**src/clock_ctrl_wp_pkg.sv**
```systemverilog
package clock_ctrl_wp_pkg;

  // ****************************************************************
  // register byte addresses
  // ****************************************************************
  localparam logic [31:0] BLOCK_BASE       = 32'h400E0400;  // base for violation offsets
  localparam logic [31:0] ADDR_SYSCLK_EN   = 32'h400E0580;  // system clock enable
  localparam logic [31:0] ADDR_SYSCLK_DIS  = 32'h400E0584;  // system clock disable
  localparam logic [31:0] ADDR_PERCLK_EN   = 32'h400E0588;  // peripheral clock enable
  localparam logic [31:0] ADDR_PERCLK_DIS  = 32'h400E058C;  // peripheral clock disable
  localparam logic [31:0] ADDR_MAIN_OSC    = 32'h400E0590;  // main oscillator
  localparam logic [31:0] ADDR_PLL         = 32'h400E0594;  // pll
  localparam logic [31:0] ADDR_MASTER_CLK  = 32'h400E0598;  // master clock
  localparam logic [31:0] ADDR_PROG_CLK    = 32'h400E059C;  // programmable clock
  localparam logic [31:0] ADDR_FAST_MODE   = 32'h400E0470;  // fast start-up mode
  localparam logic [31:0] ADDR_FAST_POL    = 32'h400E0474;  // fast start-up polarity
  localparam logic [31:0] ADDR_FAULT_CLR   = 32'h400E0478;  // fault output clear
  localparam logic [31:0] ADDR_PROT_MODE   = 32'h400E04E4;  // protect_mode
  localparam logic [31:0] ADDR_PROT_STATUS = 32'h400E04E8;  // protect_status
  localparam logic [31:0] ADDR_RC_TRIM     = 32'h400E0510;  // rc_trim_config
  localparam logic [31:0] ADDR_FAULT_STAT  = 32'h400E0600;  // fault output status
  localparam logic [31:0] ADDR_IRQ_STATUS  = 32'h400E0604;  // sticky event bits
  localparam logic [31:0] ADDR_IRQ_MASK    = 32'h400E0608;  // event mask

  // ****************************************************************
  // field layouts and values
  // ****************************************************************
  localparam logic [23:0] KEY_PASSWORD  = 24'h504D43;  // key_password
  localparam int          KEY_LSB       = 8;           // protect_key position
  localparam int          ENABLE_BIT    = 0;           // protect_enable position
  localparam int          VFLAG_BIT     = 0;           // violation_flag position
  localparam int          VSRC_LSB      = 8;           // violation_source position
  localparam int          TRIM_W        = 7;           // width of one trim value
  localparam int          TRIM4_LSB     = 0;           // 4 MHz byte
  localparam int          TRIM8_LSB     = 8;           // 8 MHz byte
  localparam int          TRIM12_LSB    = 16;          // 12 MHz byte
  localparam int          TRIM_SEL_OFS  = 7;           // select bit inside each byte
  localparam logic [23:0] TRIM_USED     = 24'hFFFFFF;  // implemented trim bits
  localparam int          EVT_VIOLATION = 0;           // irq bit: protection violation
  localparam int          EVT_FAULT     = 1;           // irq bit: fault output raised
  localparam int          EVT_W         = 2;           // number of events
  localparam logic [23:0] RC_TRIM_RESET = 24'h000000;  // rc_trim_config after reset
  localparam logic [1:0]  HTRANS_NONSEQ = 2'h2;        // ahb nonsequential
  localparam logic        HRESP_OKAY    = 1'b0;        // ahb okay response

endpackage

```
**src/rc_trim_select.sv**
```systemverilog
`timescale 1ns/1ns
module rc_trim_select (
  input  wire logic                                i_clk,      // system clock
  input  wire logic                                i_reset_n,  // async reset, low
  input  wire logic                                i_select,   // 1 = user value
  input  wire logic [clock_ctrl_wp_pkg::TRIM_W-1:0] i_user,     // user trim value
  input  wire logic [clock_ctrl_wp_pkg::TRIM_W-1:0] i_factory,  // factory trim value
  output logic      [clock_ctrl_wp_pkg::TRIM_W-1:0] o_trim      // applied trim
);
  import clock_ctrl_wp_pkg::*;

  // ****************************************************************
  // registered selection between factory and user trim
  // ****************************************************************
  // flop keeps the oscillator trim glitch free when software rewrites it
  always_ff @(posedge i_clk or negedge i_reset_n) begin
    if (!i_reset_n) begin
      o_trim <= '0;
    end else if (i_select) begin
      o_trim <= i_user;     // user calibration
    end else begin
      o_trim <= i_factory;  // value from flash
    end
  end

endmodule

```
**src/clock_ctrl_write_protect.sv**
```systemverilog
// Local design decision: the AHB-Lite slave port.
`timescale 1ns/1ns
module clock_ctrl_write_protect (
  input  wire logic                                i_clk,          // system clock
  input  wire logic                                i_reset_n,      // async reset, low
  input  wire logic                                i_hsel,         // ahb slave select
  input  wire logic [31:0]                         i_haddr,        // ahb address
  input  wire logic [1:0]                          i_htrans,       // ahb transfer type
  input  wire logic                                i_hwrite,       // ahb write
  input  wire logic [2:0]                          i_hsize,        // ahb size, word only
  input  wire logic [31:0]                         i_hwdata,       // ahb write data
  input  wire logic                                i_hready,       // ahb bus ready
  output logic                                     o_hreadyout,    // ahb slave ready
  output logic                                     o_hresp,        // ahb response
  output logic      [31:0]                         o_hrdata,       // ahb read data
  input  wire logic                                i_cfd_fault,    // fault detect pulse
  input  wire logic [clock_ctrl_wp_pkg::TRIM_W-1:0] i_flash_trim4,  // flash 4 MHz trim
  input  wire logic [clock_ctrl_wp_pkg::TRIM_W-1:0] i_flash_trim8,  // flash 8 MHz trim
  input  wire logic [clock_ctrl_wp_pkg::TRIM_W-1:0] i_flash_trim12, // flash 12 MHz trim
  output logic      [clock_ctrl_wp_pkg::TRIM_W-1:0] o_rc_trim4,     // applied 4 MHz trim
  output logic      [clock_ctrl_wp_pkg::TRIM_W-1:0] o_rc_trim8,     // applied 8 MHz trim
  output logic      [clock_ctrl_wp_pkg::TRIM_W-1:0] o_rc_trim12,    // applied 12 MHz trim
  output logic                                     o_fault_out,    // latched fault output
  output logic                                     o_cfg_wr,       // accepted cfg write
  output logic      [31:0]                         o_cfg_addr,     // its address
  output logic      [31:0]                         o_cfg_wdata,    // its data
  output logic                                     o_irq           // interrupt, high
);
  import clock_ctrl_wp_pkg::*;

  // ****************************************************************
  // bus front end
  // ****************************************************************
  logic        pend;             // data phase in progress
  logic [31:0] p_addr;           // latched address
  logic        p_write;          // latched direction
  logic        protect_enable;   // write protection on
  logic        violation_flag;   // sticky violation
  logic [15:0] violation_source; // offending offset
  logic [23:0] rc_trim_config;   // trim selectors and values
  logic [EVT_W-1:0] irq_status;  // sticky events
  logic [EVT_W-1:0] irq_mask;    // event enables
  logic [31:0] read_value;       // read mux output
  logic [31:0] offset_full;      // address minus base
  logic        addr_phase;       // address phase accepted
  logic        do_wr;            // write in data phase
  logic        do_rd;            // read in data phase
  logic        is_prot;          // target is protected
  logic        prot_refuse;      // write refused
  logic        wr_ok;            // write allowed
  logic        rd_status;        // protect_status read
  logic        key_ok;           // key matches password
  logic        fault_clear;      // fault clear write

  assign addr_phase = i_hsel && (i_htrans == HTRANS_NONSEQ) && i_hready && o_hreadyout;
  assign do_wr      = pend && p_write;
  assign do_rd      = pend && !p_write;
  assign key_ok     = (i_hwdata[31:KEY_LSB] == KEY_PASSWORD);
  assign offset_full = p_addr - BLOCK_BASE;
  assign rd_status  = do_rd && (p_addr == ADDR_PROT_STATUS);
  assign fault_clear = do_wr && (p_addr == ADDR_FAULT_CLR) && i_hwdata[0];

  // protected register decode
  always_comb begin
    unique case (p_addr)
      ADDR_SYSCLK_EN, ADDR_SYSCLK_DIS, ADDR_PERCLK_EN, ADDR_PERCLK_DIS,
      ADDR_MAIN_OSC, ADDR_PLL, ADDR_MASTER_CLK, ADDR_PROG_CLK,
      ADDR_FAST_MODE, ADDR_FAST_POL, ADDR_RC_TRIM: begin
        is_prot = 1'b1;  // clock configuration register
      end
      default: begin
        is_prot = 1'b0;  // anything else
      end
    endcase
  end

  assign prot_refuse = do_wr && is_prot && protect_enable;
  assign wr_ok       = do_wr && !(is_prot && protect_enable);

  // capture the address phase
  always_ff @(posedge i_clk or negedge i_reset_n) begin
    if (!i_reset_n) begin
      pend    <= 1'b0;
      p_addr  <= '0;
      p_write <= 1'b0;
    end else begin
      pend <= addr_phase;
      if (addr_phase) begin
        p_addr  <= i_haddr;   // hsize is always a word here
        p_write <= i_hwrite;
      end
    end
  end

  // one wait state: ready drops for the data phase cycle
  always_ff @(posedge i_clk or negedge i_reset_n) begin
    if (!i_reset_n) begin
      o_hreadyout <= 1'b1;
    end else if (addr_phase) begin
      o_hreadyout <= 1'b0;
    end else if (pend) begin
      o_hreadyout <= 1'b1;
    end
  end

  // response is always okay
  always_ff @(posedge i_clk or negedge i_reset_n) begin
    if (!i_reset_n) begin
      o_hresp <= HRESP_OKAY;
    end else begin
      o_hresp <= HRESP_OKAY;
    end
  end

  // read mux, unmapped reads give zero
  always_comb begin
    read_value = '0;
    unique case (p_addr)
      ADDR_PROT_MODE: begin
        read_value[ENABLE_BIT] = protect_enable;  // key bits stay zero
      end
      ADDR_PROT_STATUS: begin
        read_value[VFLAG_BIT] = violation_flag;
        read_value[VSRC_LSB +: 16] = violation_source;
      end
      ADDR_RC_TRIM: begin
        read_value[23:0] = rc_trim_config;
      end
      ADDR_FAULT_STAT: begin
        read_value[0] = o_fault_out;
      end
      ADDR_IRQ_STATUS: begin
        read_value[EVT_W-1:0] = irq_status;
      end
      ADDR_IRQ_MASK: begin
        read_value[EVT_W-1:0] = irq_mask;
      end
      default: begin
        read_value = '0;                          // unmapped
      end
    endcase
  end

  // read data register
  always_ff @(posedge i_clk or negedge i_reset_n) begin
    if (!i_reset_n) begin
      o_hrdata <= '0;
    end else if (do_rd) begin
      o_hrdata <= read_value;
    end
  end

  // ****************************************************************
  // write protection
  // ****************************************************************
  // enable only changes with the correct key
  always_ff @(posedge i_clk or negedge i_reset_n) begin
    if (!i_reset_n) begin
      protect_enable <= 1'b0;
    end else if (do_wr && (p_addr == ADDR_PROT_MODE) && key_ok) begin
      protect_enable <= i_hwdata[ENABLE_BIT];
    end
  end

  // violation flag and source, a new violation beats the read clear
  always_ff @(posedge i_clk or negedge i_reset_n) begin
    if (!i_reset_n) begin
      violation_flag   <= 1'b0;
      violation_source <= '0;
    end else if (prot_refuse) begin
      violation_flag   <= 1'b1;
      violation_source <= offset_full[15:0];
    end else if (rd_status) begin
      violation_flag   <= 1'b0;
      violation_source <= '0;
    end
  end

  // forward accepted writes to the other clock configuration registers
  always_ff @(posedge i_clk or negedge i_reset_n) begin
    if (!i_reset_n) begin
      o_cfg_wr    <= 1'b0;
      o_cfg_addr  <= '0;
      o_cfg_wdata <= '0;
    end else begin
      o_cfg_wr <= wr_ok && is_prot && (p_addr != ADDR_RC_TRIM);
      if (wr_ok && is_prot) begin
        o_cfg_addr  <= p_addr;
        o_cfg_wdata <= i_hwdata;
      end
    end
  end

  // ****************************************************************
  // rc oscillator trim
  // ****************************************************************
  // trim register, locked while protected
  always_ff @(posedge i_clk or negedge i_reset_n) begin
    if (!i_reset_n) begin
      rc_trim_config <= RC_TRIM_RESET;
    end else if (wr_ok && (p_addr == ADDR_RC_TRIM)) begin
      rc_trim_config <= i_hwdata[23:0] & TRIM_USED;
    end
  end

  // 4 MHz selector
  rc_trim_select u_trim4 (
    .i_clk     (i_clk),
    .i_reset_n (i_reset_n),
    .i_select  (rc_trim_config[TRIM4_LSB + TRIM_SEL_OFS]),
    .i_user    (rc_trim_config[TRIM4_LSB +: TRIM_W]),
    .i_factory (i_flash_trim4),
    .o_trim    (o_rc_trim4)
  );

  // 8 MHz selector
  rc_trim_select u_trim8 (
    .i_clk     (i_clk),
    .i_reset_n (i_reset_n),
    .i_select  (rc_trim_config[TRIM8_LSB + TRIM_SEL_OFS]),
    .i_user    (rc_trim_config[TRIM8_LSB +: TRIM_W]),
    .i_factory (i_flash_trim8),
    .o_trim    (o_rc_trim8)
  );

  // 12 MHz selector
  rc_trim_select u_trim12 (
    .i_clk     (i_clk),
    .i_reset_n (i_reset_n),
    .i_select  (rc_trim_config[TRIM12_LSB + TRIM_SEL_OFS]),
    .i_user    (rc_trim_config[TRIM12_LSB +: TRIM_W]),
    .i_factory (i_flash_trim12),
    .o_trim    (o_rc_trim12)
  );

  // ****************************************************************
  // fault output and interrupts
  // ****************************************************************
  // latched fault output, a new fault beats the clear
  always_ff @(posedge i_clk or negedge i_reset_n) begin
    if (!i_reset_n) begin
      o_fault_out <= 1'b0;
    end else if (i_cfd_fault) begin
      o_fault_out <= 1'b1;
    end else if (fault_clear) begin
      o_fault_out <= 1'b0;
    end
  end

  // sticky event bits, write one to clear, set wins
  always_ff @(posedge i_clk or negedge i_reset_n) begin
    if (!i_reset_n) begin
      irq_status <= '0;
    end else begin
      for (int i = 0; i < EVT_W; i++) begin
        if ((i == EVT_VIOLATION && prot_refuse) || (i == EVT_FAULT && i_cfd_fault)) begin
          irq_status[i] <= 1'b1;
        end else if (do_wr && (p_addr == ADDR_IRQ_STATUS) && i_hwdata[i]) begin
          irq_status[i] <= 1'b0;
        end
      end
    end
  end

  // mask register
  always_ff @(posedge i_clk or negedge i_reset_n) begin
    if (!i_reset_n) begin
      irq_mask <= '0;
    end else if (do_wr && (p_addr == ADDR_IRQ_MASK)) begin
      irq_mask <= i_hwdata[EVT_W-1:0];
    end
  end

  // level interrupt, one cycle behind the status bits
  always_ff @(posedge i_clk or negedge i_reset_n) begin
    if (!i_reset_n) begin
      o_irq <= 1'b0;
    end else begin
      o_irq <= |(irq_status & irq_mask);
    end
  end

  // ****************************************************************
  // assertions
  // ****************************************************************
  a_key_match_sets: assert property (@(posedge i_clk) disable iff (!i_reset_n)
    do_wr && (p_addr == ADDR_PROT_MODE) && key_ok |=> protect_enable == $past(i_hwdata[0]))
    else $error("protection enable not taken with good key");
  a_key_bad_holds: assert property (@(posedge i_clk) disable iff (!i_reset_n)
    do_wr && (p_addr == ADDR_PROT_MODE) && !key_ok |=> $stable(protect_enable))
    else $error("protection enable changed with bad key");
  a_key_reads_zero: assert property (@(posedge i_clk) disable iff (!i_reset_n)
    do_rd && (p_addr == ADDR_PROT_MODE) |=> o_hrdata[31:1] == 31'h0 && o_hreadyout)
    else $error("key field read not zero");
  a_refuse_no_forward: assert property (@(posedge i_clk) disable iff (!i_reset_n)
    prot_refuse |=> !o_cfg_wr)
    else $error("protected write forwarded");
  a_flag_sticky: assert property (@(posedge i_clk) disable iff (!i_reset_n)
    violation_flag && !rd_status |=> violation_flag)
    else $error("violation flag lost before read");
  a_source_capture: assert property (@(posedge i_clk) disable iff (!i_reset_n)
    prot_refuse |=> violation_flag && violation_source == $past(offset_full[15:0]))
    else $error("violation source not captured");
  a_read_clears: assert property (@(posedge i_clk) disable iff (!i_reset_n)
    rd_status && !prot_refuse |=> !violation_flag && violation_source == 16'h0)
    else $error("status read did not clear");
  a_trim_locked: assert property (@(posedge i_clk) disable iff (!i_reset_n)
    do_wr && (p_addr == ADDR_RC_TRIM) && protect_enable |=> $stable(rc_trim_config))
    else $error("trim written while protected");
  a_trim4_mux: assert property (@(posedge i_clk) disable iff (!i_reset_n)
    rc_trim_config[TRIM4_LSB + TRIM_SEL_OFS] |=> o_rc_trim4 == $past(rc_trim_config[6:0]))
    else $error("4 MHz user trim not applied");
  a_trim8_mux: assert property (@(posedge i_clk) disable iff (!i_reset_n)
    !rc_trim_config[TRIM8_LSB + TRIM_SEL_OFS] |=> o_rc_trim8 == $past(i_flash_trim8))
    else $error("8 MHz flash trim not applied");
  a_trim12_mux: assert property (@(posedge i_clk) disable iff (!i_reset_n)
    rc_trim_config[TRIM12_LSB + TRIM_SEL_OFS] |=> o_rc_trim12 == $past(rc_trim_config[22:16]))
    else $error("12 MHz user trim not applied");
  a_fault_cleared: assert property (@(posedge i_clk) disable iff (!i_reset_n)
    fault_clear && !i_cfd_fault |=> !o_fault_out)
    else $error("fault output not cleared");
  a_fault_status: assert property (@(posedge i_clk) disable iff (!i_reset_n)
    do_rd && (p_addr == ADDR_FAULT_STAT) |=> o_hrdata[0] == $past(o_fault_out))
    else $error("fault status read wrong");
  a_irq_follows: assert property (@(posedge i_clk) disable iff (!i_reset_n)
    prot_refuse && irq_mask[EVT_VIOLATION] |-> ##2 o_irq)
    else $error("violation interrupt missing");

endmodule

```
**config.mk**
```make
export PLATFORM = sky130hd
export DESIGN_NAME = clock_ctrl_write_protect
export DESIGN_NICKNAME = d
export VERILOG_FILES = /design/src/clock_ctrl_wp_pkg.sv /design/src/rc_trim_select.sv /design/src/clock_ctrl_write_protect.sv
export SDC_FILE = /design/constraint.sdc
export NUM_CORES = 1
export LEC_CHECK = 0
export BUFFER_PORTS_ARGS = -buffer_cell sky130_fd_sc_hd__buf_4
export CAP_MARGIN = 0
export CORE_ASPECT_RATIO = 1.4
export CORE_MARGIN = 2
export CORE_UTILIZATION = 54
export CTS_BUF_LIST = sky130_fd_sc_hd__clkbuf_4
export DETAILED_ROUTE_END_ITERATION = 7
export HOLD_SLACK_MARGIN = 0.05
export PLACE_DENSITY = 0.93
export SLEW_MARGIN = 5
export SYNTH_ARGS = -nofsm -noshare
export SYNTH_HDL_FRONTEND = slang
export SYNTH_SLANG_ARGS = --single-unit
export TNS_END_PERCENT = 100
```
**constraint.sdc**
```tcl
create_clock -name i_clk -period 3.2 [get_ports i_clk]
set_clock_uncertainty 0.1 [all_clocks]
set_input_delay 0.16 -clock i_clk [delete_from_list [all_inputs] [get_ports i_clk]]
set_output_delay 0.16 -clock i_clk [all_outputs]
set_load 0.005 [all_outputs]
```
==> run_results.csv <==
group,metric,value,unit
timing,rsz0062_at_grt,"false",
yosys,synth_seq_cells,193,
yosys,synth-seq-area-share,60.6,%
clock_network,htree_levels,4,
yosys,syn_area,0.00797,sq mm
timing,whs,73.2,ps
critical_path,crit_required,3550,ps
final_layout,nNetsFinal,1048,
die,ios,218,
power_and_ir_drop,powerDensity,437,mW/mm^2
timing,fmax,338,MHz
clock_network,cts.clk_slew.worst_paths,170,ps
yosys,synth_cells,650,
timing,setup_tns,0,ps
timing,slew_headroom,54.6,%
timing,worst_slew_pin_slew,681,ps
timing,hold_violations,0,
final_layout,drive_above_1_share,37.2,%
critical_path,crit_arrival,3310,ps
final_layout,final_util,75.4,%
route,vias_per_cell,5.55,
grt,grt_pass1_vias,6714,
worst_hold_path,hold_class,"in -> async",
route,first_pass_iters,6,
route,routed_wl,22500,um
route,drt-initial-drc-count,618,
timing,period_minus_slack,2960,ps
critical_path,path_max_fanout,7,
timing,slew_violations,0,
placement,port_buffers,205,
yosys,ys_types,52,
status,status,"finished, final reports clean",
clock_network,cts_setup_buffers,0,
run,drv_cap,0,
clock_network,cts_made_buffers,17,
final_layout,layout_commonest_cell,"buf_4",
die,core,0.0144,sq mm
route,vias,6394,
yosys,synth.avg_cell_area,12.3,sq um
grt,antenna_found_initial,1,
clock_network,clk_latency,560,ps
final_layout,area_growth,36.7,%
critical_path,endpoint_kind,"flip-flop",
yosys,asyncSetResetFlopFracSynth,100,%
timing,setup_viol,0,
clock_network,root_buffer,"clkbuf_4",
grt,grt.total_usage,29.7,%
final_layout,final_cell_mix,"216 x buf_4, 192 x dfrtp_1, 116 x nand2_1",
placement,place_hpwl,14100,um
power_and_ir_drop,leakage,0.00552,uW
clock_network,cts_hold_buffers,99,
route,ant_nets,0,
critical_path,cp-start-kind,"flip-flop",
clock_network,clock_path_buffers,2,
yosys,ys.flop_type,"dfrtp_1",
clock_network,clock_sinks,193,
grt,grt_max_degree,83,
die,rows,52,
timing,period_share,92.4,%
die,dieHeight,148,um
die,start_util,55.2,%
route,wl_per_cell,19.5,um
yosys,yosys_warnings,0,
grt,grt_pass1_wl,35900,um
critical_path,critPathKind,"reg -> reg",
yosys,synth_edf_count,0,
clock_network,cts_tree,"built",
power_and_ir_drop,irDropWorstVdd,0.233,mV
die,die_x,107,um
grt,grt_remaining_overflow,0,
route,drc,0,
clock_network,cts_resized,0,
die,die_area,0.0158,sq mm
placement,globalplace.congestion,0.910,
[kinds of logic (layout without fill, tap and decap cells)]
family,Yosys count,count (layout),share of synthesized area (%)
muxes,90,90,13.6
DFF,193,193,60.6
xor gates and xnor gates,2,2,0.220
and+or+nand+nor,253,253,16.2
other,1,10,0.0471
buffers and inverters,60,365,4.13
AOI/OAI and AO/OA,49,49,4.84
adders and majority gates,2,2,0.314
[Yosys cell counts (7+ instances only)]
cell      count  area (sq um)
dfrtp_1     192          4800
nand2_1     116           435
mux2_2       69           777
nor2_1       43           161
nor2b_1      25           156
mux2_4       20           300
clkbuf_1     18          67.6
a221oi_1     16           140
inv_1        14          52.6
buf_4        13          97.6
nand3_1      11          55.1
nand4_1      11          68.8
nor4_1       10          62.6
o21ai_0       7          35.0
[final cells by class]
| class | count | area (sq um) |
|---|---|---|
| Sequential cell | 193 | 4830 |
| Clock buffer | 18 | 135 |
| Multi-Input combinational cell | 405 | 2840 |
| Antenna cell | 1 | 2.50 |
| Tap cell | 189 | 236 |
| Clock inverter | 14 | 120 |
| Fill cell | 914 | 3550 |
| Inverter | 15 | 56.3 |
| Timing Repair Buffer | 318 | 2670 |
[stage by stage]
| stage | total power, uW | cells | area [sq um] | setup slack [ps] |
|---|---|---|---|---|
| finish | 4760 | 1153 | 10900 | 243 |
| global route | 4970 | 1153 | 10900 | 121 |
| CTS | 4740 | 1152 | 10900 | 327 |
| detailed placement | 3420 | 1021 | 9640 | 544 |
| global placement | 3390 | 1021 | 9640 | 597 |
| floorplan | 3050 | 658 | 8000 | 817 |
[worst paths after layout]
path,slack [ps],end,depth (start not counted),start
worst max-delay path,240,o_fault_out,6,p_addr[27]
worst min-delay path,70,p_addr[21],2,i_reset_n
worst max register to register,240,o_fault_out,6,p_addr[27]
worst min register to register,390,o_hrdata[6],2,o_hrdata[6]
max in group asynchronous,1990,o_cfg_addr[23],3,i_reset_n
min in group i_clk,90,p_addr[27],5,i_htrans[1]
[critical path, cell delays in order, from the launching register on]
cell,delay [ps]
dfrtp_1,430
nor4_1,550
nand3_2,370
nor4b_4,520
nand4_1,140
a21o_1,190
dlygate4sd3_1,540
[report_power, final]
group	internal [uW]	switching, uW
registers	2610	168
logic	423	326
clock network	344	892
total	3370	1390
[registers in the layout (all words and copies together) (netlist names)]
signal and cells:
irq_mask 2, pend 1, p_addr 32, rc_trim_config 24, irq_status 2, violation_source 16, protect_enable 1, o_fault_out 1
o_cfg_addr 32, o_hreadyout 1, u_trim12.o_trim 7, o_irq 1, p_write 1, o_cfg_wr 1, u_trim8.o_trim 7, o_cfg_wdata 32
u_trim4.o_trim 7, violation_flag 1, o_hrdata 24
[per-layer routing]
layer / up-vias / share of wire, % / routed length [um] / GRT usage [%]
met1: 3186 / 36 / 8150 / 35.1
met4: 0 / 5.1 / 1160 / 15.5
met3: 82 / 5.0 / 1130 / 4.72
met5: - / 0 / 0 / 0
li1: 2819 / - / - / -
met2: 307 / 54 / 12100 / 52.1
No activity file was read; power rests on OpenSTA's default activity.
